### src/shared/sse_pkg.sv
package sse_pkg;

    localparam logic [13:0] SLEEP_CODE = 14'h0063;
    localparam logic [13:0] SUBL_MASK  = 14'h3E00;
    localparam logic [13:0] SUBL_CODE  = 14'h3C00;
    localparam logic [13:0] SUBF_MASK  = 14'h3F00;
    localparam logic [13:0] SUBF_CODE  = 14'h0200;
    localparam int          DEST_BIT   = 7;

    localparam logic [1:0] REG_ACC    = 2'h0;
    localparam logic [1:0] REG_STATUS = 2'h1;
    localparam logic [1:0] REG_CORE   = 2'h2;

    localparam int STAT_CARRY = 0;
    localparam int STAT_DC    = 1;
    localparam int STAT_ZERO  = 2;
    localparam int STAT_PD    = 3;
    localparam int STAT_TO    = 4;

    localparam logic [7:0] ACC_RESET  = 8'h00;
    localparam logic       FLAG_RESET = 1'b0;
    localparam logic       TO_RESET   = 1'b1;
    localparam logic       PD_RESET   = 1'b1;

    typedef enum logic [1:0] {
        SSE_OP_NONE  = 2'b00,
        SSE_OP_SLEEP = 2'b01,
        SSE_OP_SUBL  = 2'b10,
        SSE_OP_SUBF  = 2'b11
    } sse_op_t;

    typedef enum logic [0:0] {
        SSE_RUN  = 1'b0,
        SSE_HALT = 1'b1
    } sse_state_t;

    typedef struct packed {
        sse_state_t state;
        logic [7:0] acc;
        logic       carry;
        logic       digit_carry_flag;
        logic       zero;
        logic       timeout_flag;
        logic       power_down_flag;
        logic       file_wr;
        logic [6:0] file_addr;
        logic [7:0] file_data;
        logic       wdt_clr;
        logic [7:0] rd_data;
    } sse_regs_t;

    function automatic logic op_match(input logic [13:0] instr, input logic [13:0] mask,
                                      input logic [13:0] code);
        op_match = (instr & mask) == code;
    endfunction

    function automatic logic no_borrow(input logic [7:0] a, input logic [7:0] b);
        no_borrow = a >= b;
    endfunction

endpackage

### src/sse_decode.sv
`timescale 1ns/1ps
`default_nettype none
module sse_decode (
    input  wire logic [13:0]      instr_i,
    output sse_pkg::sse_op_t      op_o,
    output logic                  dest_file_o,
    output logic [6:0]            file_addr_o,
    output logic [7:0]            literal_o
);

    always_comb begin
        if (instr_i == sse_pkg::SLEEP_CODE) begin
            op_o = sse_pkg::SSE_OP_SLEEP;
        end else if (sse_pkg::op_match(instr_i, sse_pkg::SUBL_MASK, sse_pkg::SUBL_CODE)) begin
            op_o = sse_pkg::SSE_OP_SUBL;
        end else if (sse_pkg::op_match(instr_i, sse_pkg::SUBF_MASK, sse_pkg::SUBF_CODE)) begin
            op_o = sse_pkg::SSE_OP_SUBF;
        end else begin
            op_o = sse_pkg::SSE_OP_NONE;
        end
    end

    assign dest_file_o = instr_i[sse_pkg::DEST_BIT];
    assign file_addr_o = instr_i[6:0];
    assign literal_o   = instr_i[7:0];

endmodule
`default_nettype wire

### src/sse_subtract.sv
`timescale 1ns/1ps
`default_nettype none
module sse_subtract (
    input  wire logic [7:0] minuend_i,
    input  wire logic [7:0] subtrahend_i,
    output logic [7:0]      diff_o,
    output logic            carry_o,
    output logic            dc_o,
    output logic            zero_o
);

    // Difference wraps modulo 256 by truncation to eight bits.
    assign diff_o  = 8'(minuend_i - subtrahend_i);
    assign carry_o = sse_pkg::no_borrow(minuend_i, subtrahend_i);
    assign dc_o    = sse_pkg::no_borrow({4'h0, minuend_i[3:0]}, {4'h0, subtrahend_i[3:0]});
    assign zero_o  = diff_o == 8'h00;

endmodule
`default_nettype wire

### src/sse_core.sv
// The placing of the registers and strobed register access are this design's own decisions.
`timescale 1ns/1ps
`default_nettype none
module sse_core (
    input  wire logic        ref_clk_i,
    input  wire logic        reset_i,
    input  wire logic        clk_en_i,
    input  wire logic [13:0] instr_i,
    input  wire logic        instr_valid_i,
    output logic             instr_ready_o,
    input  wire logic        wake_i,
    output logic [6:0]       file_rd_addr_o,
    input  wire logic [7:0]  file_rd_data_i,
    output logic             file_wr_o,
    output logic [6:0]       file_wr_addr_o,
    output logic [7:0]       file_wr_data_o,
    output logic             wdt_clear_o,
    output logic             osc_stop_o,
    output logic [7:0]       acc_o,
    output logic             carry_o,
    output logic             digit_carry_flag_o,
    output logic             zero_o,
    output logic             timeout_flag_o,
    output logic             power_down_flag_o,
    input  wire logic [1:0]  reg_addr_i,
    input  wire logic [7:0]  reg_wdata_i,
    input  wire logic        reg_wr_i,
    input  wire logic        reg_rd_i,
    output logic [7:0]       reg_rdata_o
);

    sse_pkg::sse_regs_t q;
    sse_pkg::sse_regs_t next_q;

    sse_pkg::sse_op_t   op;
    logic               dest_file;
    logic [6:0]         file_addr;
    logic [7:0]         literal;
    logic [7:0]         sub_arg;
    logic [7:0]         diff;
    logic               sub_carry;
    logic               sub_dc;
    logic               sub_zero;
    logic               running;
    logic               exec;
    logic               exec_sleep;
    logic               exec_subl;
    logic               exec_subf;
    logic [7:0]         status_byte;

    sse_decode u_decode (
        .instr_i     (instr_i),
        .op_o        (op),
        .dest_file_o (dest_file),
        .file_addr_o (file_addr),
        .literal_o   (literal)
    );

    // The subtracter always takes the accumulator as subtrahend.
    assign sub_arg = (op == sse_pkg::SSE_OP_SUBL) ? literal : file_rd_data_i;

    sse_subtract u_subtract (
        .minuend_i    (sub_arg),
        .subtrahend_i (q.acc),
        .diff_o       (diff),
        .carry_o      (sub_carry),
        .dc_o         (sub_dc),
        .zero_o       (sub_zero)
    );

    assign running    = q.state == sse_pkg::SSE_RUN;
    assign exec       = instr_valid_i && running && clk_en_i;
    assign exec_sleep = exec && (op == sse_pkg::SSE_OP_SLEEP);
    assign exec_subl  = exec && (op == sse_pkg::SSE_OP_SUBL);
    assign exec_subf  = exec && (op == sse_pkg::SSE_OP_SUBF);

    always_comb begin
        status_byte                        = 8'h00;
        status_byte[sse_pkg::STAT_CARRY]   = q.carry;
        status_byte[sse_pkg::STAT_DC]      = q.digit_carry_flag;
        status_byte[sse_pkg::STAT_ZERO]    = q.zero;
        status_byte[sse_pkg::STAT_PD]      = q.power_down_flag;
        status_byte[sse_pkg::STAT_TO]      = q.timeout_flag;
    end

    always_comb begin
        next_q         = q;
        next_q.file_wr = 1'b0;
        next_q.wdt_clr = 1'b0;
        next_q.rd_data = 8'h00;

        // Software access comes first so that an instruction in the same cycle wins.
        if (reg_rd_i) begin
            case (reg_addr_i)
                sse_pkg::REG_ACC: begin
                    next_q.rd_data = q.acc;
                end
                sse_pkg::REG_STATUS: begin
                    next_q.rd_data = status_byte;
                end
                sse_pkg::REG_CORE: begin
                    next_q.rd_data = {7'h00, q.state};
                end
                default: begin
                    next_q.rd_data = 8'h00;
                end
            endcase
        end
        if (reg_wr_i) begin
            case (reg_addr_i)
                sse_pkg::REG_ACC: begin
                    next_q.acc = reg_wdata_i;
                end
                sse_pkg::REG_STATUS: begin
                    next_q.carry            = reg_wdata_i[sse_pkg::STAT_CARRY];
                    next_q.digit_carry_flag = reg_wdata_i[sse_pkg::STAT_DC];
                    next_q.zero             = reg_wdata_i[sse_pkg::STAT_ZERO];
                end
                default: begin
                    next_q.rd_data = next_q.rd_data;
                end
            endcase
        end

        case (q.state)
            sse_pkg::SSE_RUN: begin
                if (instr_valid_i) begin
                    case (op)
                        sse_pkg::SSE_OP_SLEEP: begin
                            next_q.power_down_flag = 1'b0;
                            next_q.timeout_flag    = 1'b1;
                            next_q.wdt_clr         = 1'b1;
                            next_q.state           = sse_pkg::SSE_HALT;
                        end
                        sse_pkg::SSE_OP_SUBL, sse_pkg::SSE_OP_SUBF: begin
                            next_q.carry            = sub_carry;
                            next_q.digit_carry_flag = sub_dc;
                            next_q.zero             = sub_zero;
                            if (op == sse_pkg::SSE_OP_SUBF && dest_file) begin
                                next_q.file_wr   = 1'b1;
                                next_q.file_addr = file_addr;
                                next_q.file_data = diff;
                            end else begin
                                next_q.acc = diff;
                            end
                        end
                        default: begin
                            next_q.state = sse_pkg::SSE_RUN;
                        end
                    endcase
                end
            end
            sse_pkg::SSE_HALT: begin
                // Instructions are ignored until the wake-up input is seen.
                if (wake_i) begin
                    next_q.state = sse_pkg::SSE_RUN;
                end
            end
            default: begin
                next_q.state = sse_pkg::SSE_RUN;
            end
        endcase
    end

    always_ff @(posedge ref_clk_i or posedge reset_i) begin
        if (reset_i) begin
            q.state            <= sse_pkg::SSE_RUN;
            q.acc              <= sse_pkg::ACC_RESET;
            q.carry            <= sse_pkg::FLAG_RESET;
            q.digit_carry_flag <= sse_pkg::FLAG_RESET;
            q.zero             <= sse_pkg::FLAG_RESET;
            q.timeout_flag     <= sse_pkg::TO_RESET;
            q.power_down_flag  <= sse_pkg::PD_RESET;
            q.file_wr          <= 1'b0;
            q.file_addr        <= 7'h00;
            q.file_data        <= 8'h00;
            q.wdt_clr          <= 1'b0;
            q.rd_data          <= 8'h00;
        end else if (clk_en_i) begin
            q <= next_q;
        end
    end

    assign instr_ready_o      = running;
    assign file_rd_addr_o     = file_addr;
    assign file_wr_o          = q.file_wr;
    assign file_wr_addr_o     = q.file_addr;
    assign file_wr_data_o     = q.file_data;
    assign wdt_clear_o        = q.wdt_clr;
    assign osc_stop_o         = q.state == sse_pkg::SSE_HALT;
    assign acc_o              = q.acc;
    assign carry_o            = q.carry;
    assign digit_carry_flag_o = q.digit_carry_flag;
    assign zero_o             = q.zero;
    assign timeout_flag_o     = q.timeout_flag;
    assign power_down_flag_o  = q.power_down_flag;
    assign reg_rdata_o        = q.rd_data;
endmodule
`default_nettype wire

### config.mk
export PLATFORM = sky130hd
export DESIGN_NAME = sse_core
export DESIGN_NICKNAME = d
export VERILOG_FILES = /design/src/shared/sse_pkg.sv /design/src/sse_decode.sv /design/src/sse_subtract.sv /design/src/sse_core.sv
export SDC_FILE = /design/constraint.sdc
export NUM_CORES = 1
export LEC_CHECK = 0
export BUFFER_PORTS_ARGS = -buffer_cell sky130_fd_sc_hd__buf_2
export CELL_PAD_IN_SITES_DETAIL_PLACEMENT = 0
export CELL_PAD_IN_SITES_GLOBAL_PLACEMENT = 1
export CORE_UTILIZATION = 34
export CTS_CLUSTER_DIAMETER = 120
export CTS_CLUSTER_SIZE = 24
export DETAILED_ROUTE_END_ITERATION = 7
export HOLD_SLACK_MARGIN = 0.05
export PLACE_DENSITY = 0.79
export SLEW_MARGIN = 15
export SYNTH_ARGS = -nofsm -noshare
export SYNTH_HDL_FRONTEND = slang
export SYNTH_HIERARCHICAL = 1
export SYNTH_SLANG_ARGS = --single-unit
### constraint.sdc
create_clock -name ref_clk_i -period 2.1 [get_ports ref_clk_i]
set_clock_uncertainty 0.15 [all_clocks]
set_input_delay 0 -clock ref_clk_i [delete_from_list [all_inputs] [get_ports ref_clk_i]]
set_output_delay 0 -clock ref_clk_i [all_outputs]
set_load 0.005 [all_outputs]
==> impl_results.md <==
- Status: finished, violations left
- Failing checks: setup timing
- Critical Path, Cell by Cell: buf_6 > and4b_1 > a21oi_2 > nor2_4 > nor2b_4 > mux2_4 > inv_4 > ha_4 > inv_2 > fa_2 > a21o_4 > a21oi_2 > xor2_1 > o211ai_1 > nor4_2 > mux2i_1 > o2bb2ai_1
- Average cell area after synthesis: between 10 and 15 µm²
- Final Cell Area: between 0.003 and 0.004 mm²
- RSZ-0062 raised after global routing: yes
- Ports: 86
- Global-route wire length before repair: 11900 µm
- Final worst-path cycle share: 1.26
- Yosys warning total: 6
- CTS tree: done
- Async SR Flop Fraction: 1.00
- Rows: 30
- Yosys reg bits: 38
- Worst IR Drop VDD: 0.340 mV
- Initial drt markers: 83
- Worst-path clk slew: 0.08 ns
- Aggregate negative setup slack: -5.37 ns
- Total CTS buffers: 5
- DR vias: approximately 2.3k
- Nets: 432
- CP Depth: 17
- Kind of cell adding the most delay to the critical path: compound AO/OA/AOI/OAI gates
- # placed instances: about 440
- Final min period: 2.66 ns
- Predominant post-synthesis flop cell: dfrtp_1
- Pleak: 1.96 nW
- Library cells used by synthesis: 52
- CP Launch Type: input port
- Die H: between 80 and 90 µm
- Average wire per standard cell: between 15 and 20 µm
- Initial DRT Pass Iterations: 4
- Skew-Pair Late Insertion Delay: 0.30 ns
- Power density over the cells: 716 mW/mm²
- Post-synthesis sequential area ratio: 0.379
- Synthesized instance count: 240
- Layout Cells excl Fill: roughly 480
- Root buf cell: clkbuf_8
- Initial antenna violation count: 0
- Starting Density: 0.360
- GP Congestion: 0.838
- Final core occ: 0.560
- Post-synth net total: 288
- Hold_sp: reg_wr_i
- Routed vias/inst: 4.85
- Die ar.: 0.00774 mm²
- DP Area: 0.00327 mm²
- Final setup viols: 15
- CP endpoint kind: flip-flop
- Largest net degree at the start of global routing: 39
- Number of global-route vias before repair: 2417
- Worst Setup Slack, final: -0.555 ns
- Total Routing Usage GR: 0.202
- Setup crit start: instr_i[5]
- Crit path DAT: 2.73 ns
- Layout cell share with drive strength beyond 1: 0.538
- Max Clk Rate: 0.377 GHz
- DRC viols: 0
- Number of port buffers: 84
- Crit-path most repeated cell: a21oi_2
- Final Slew Violations: 0
- CP max-delay cell: fa_2
- Critical Path Fanout Max: 3
- CP Buf/Inv Count: 3
- Overall power: 2.80 mW
- Die width: 88.0 µm
- Final Hold Vio Count: 0
- # diodes: 0
- CP peak stage delay: 0.35 ns
- Core area: 0.00698 mm²
- CP required: approximately 2.2 ns
- RR Startpoint: acc_o[0]
- Final ANT Viol Nets: 0
- Total gr overflow: 0
- Number of enable flip-flop cells after synthesis: 0
- Max clock buf depth: 2
- Clock sinks: 38
- R2R cell count: 10
- Synth-to-layout area growth: 55.4%
- Syn Std Cell Area: 0.00251 mm²
- Drt total wl: around 7500 µm
- Filler cells: 613
- Reported max-cap violation count: 0
- H-tree Lvls: 2
- HPWL Detailed: 5260 µm
- Hold Path Depth: 4
- Type of the worst min-delay path: in -> reg
- Critical path type: in -> reg
==> power by group <==
group | internal [mW] | total [mW] | switching (mW)
Clock | 0.353 | 0.640 | 0.287
Combinational | 0.710 | 1.32 | 0.611
Sequential | 0.793 | 0.836 | 0.0432
Total | 1.86 | 2.80 | 0.941
==> cell usage after synthesis (all sizes together) (3+ instances only) <==
cell     instances  area (µm²)
dfrtp           37         926
buf             24         194
inv             24        90.1
mux2            23         259
nand2           12        50.1
a211oi          10        75.1
o2bb2ai         10        87.6
a221o            8        80.1
ha               8         100
mux2i            8        80.1
nor2             7        28.8
o21ai            7        35.0
a21o             5        38.8
a21oi            5        32.5
nand2b           5        31.3
nor2b            5        31.3
and4b            4        40.0
clkbuf           4        25.0
nand3            4        25.0
nand4            3        18.8
==> logic make-up (layout without fill, tap and decap cells) <==
kind of cell    after synthesis  after routing  synth area share
fa+ha+maj                     9              9            0.0478
simple gates                 52             52             0.132
buf+inv                      52            197             0.123
xor+xnor                      3              3            0.0104
other cells                   1              1           0.00149
flops                        38             38             0.379
mux                          31             31             0.135
compound gates               54             54             0.172
==> worst reg2reg max path, cell delays in order (launching register included) <==
cell and delay (ns):
dfrtp_1 0.40, ha_4 0.15, inv_2 0.03, fa_2 0.35
a21o_4 0.22, a21oi_2 0.14, xor2_1 0.20, o211ai_1 0.14
nor4_2 0.18, mux2i_1 0.11, o2bb2ai_1 0.15
==> cell type report <==
cell class	count	area (µm²)	area share
clock buffers	5	68.8	0.0176
flip-flops and latches	38	952	0.244
repair buffers	165	1160	0.296
multi-input cells	150	1470	0.377
inverters	24	92.6	0.0237
clock inverters	3	45.0	0.0115
well taps	96	120	0.0307
==> registers in the layout, summed over array words and instances (netlist names) <==
| name | flops |
|---|---|
| wdt_clear_o | 1 |
| carry_o | 1 |
| file_wr_o | 1 |
| power_down_flag_o | 1 |
| digit_carry_flag_o | 1 |
| zero_o | 1 |
| file_wr_addr_o | 7 |
| acc_o | 8 |
| reg_rdata_o | 8 |
| osc_stop_o | 1 |
| file_wr_data_o | 8 |
==> routing by layer <==
layer  vias to the layer above  track usage  wire length, µm
met5                         -            0                0
met4                         0       0.0402               74
li1                       1128            -                -
met1                      1123        0.258             3350
met3                         7       0.0339              332
met2                        75        0.359             3700
==> per-stage QoR <==
step	hold slack [ns]	setup slack, ns
5_1_grt	0.108	-0.666
3_3_place_gp	-0.0107	-0.882
4_1_cts	0.0762	-0.525
6_report	0.0864	-0.555
3_5_place_dp	-0.00641	-0.949
2_1_floorplan	-0.0652	-0.683
==> repair_timing <==
action / 4_1_cts / 5_1_grt
endpoints found under the setup margin: 17 / 16
pin swaps: 12 / 5
gates cloned: 0 / 0
endpoints found under the hold margin: 65 / 0
hold buffers: 28 / 0
buffers inserted: 7 / 3
resized for setup: 35 / 13
==> final timing paths <==
| check | end | slack, ns |
|---|---|---|
| worst min-delay path | carry_o | 0.09 |
| worst max-delay path | zero_o | -0.56 |
| min in group asynchronous | file_wr_o | 0.20 |
| max in group asynchronous | power_down_flag_o | 1.26 |
| worst min register to register | file_wr_o | 0.34 |
| worst max register to register | zero_o | -0.21 |
==> placed cells by master (no fill, tap or decap), types with 2 or more instances in the layout <==
master	synthesis	layout
dfrtp_1	37	37
a21oi_2	2	5
o211ai_1	2	2
buf_4	17	47
nand2b_1	5	5
buf_2	2	79
buf_6	5	10
ha_1	8	3
inv_1	24	21
nor2b_1	5	4
nand2_2	2	2
a21o_1	4	4
mux2_2	23	14
nand4_1	3	3
and4b_1	4	4
nor2_2	1	2
nand2_1	10	9
clkinvlp_4	0	2
clkbuf_8	1	5
inv_2	0	2
a221o_1	8	8
mux2_4	0	9
o2bb2ai_1	10	10
mux2i_1	8	8
dlygate4sd3_1	0	28
a211oi_1	10	8
and3b_1	2	2
o21ai_2	0	2
o21ai_0	6	4
ha_4	0	5
nand3_2	1	2
nor2_1	6	4
Note: power is estimated with default switching activity, not from simulation.
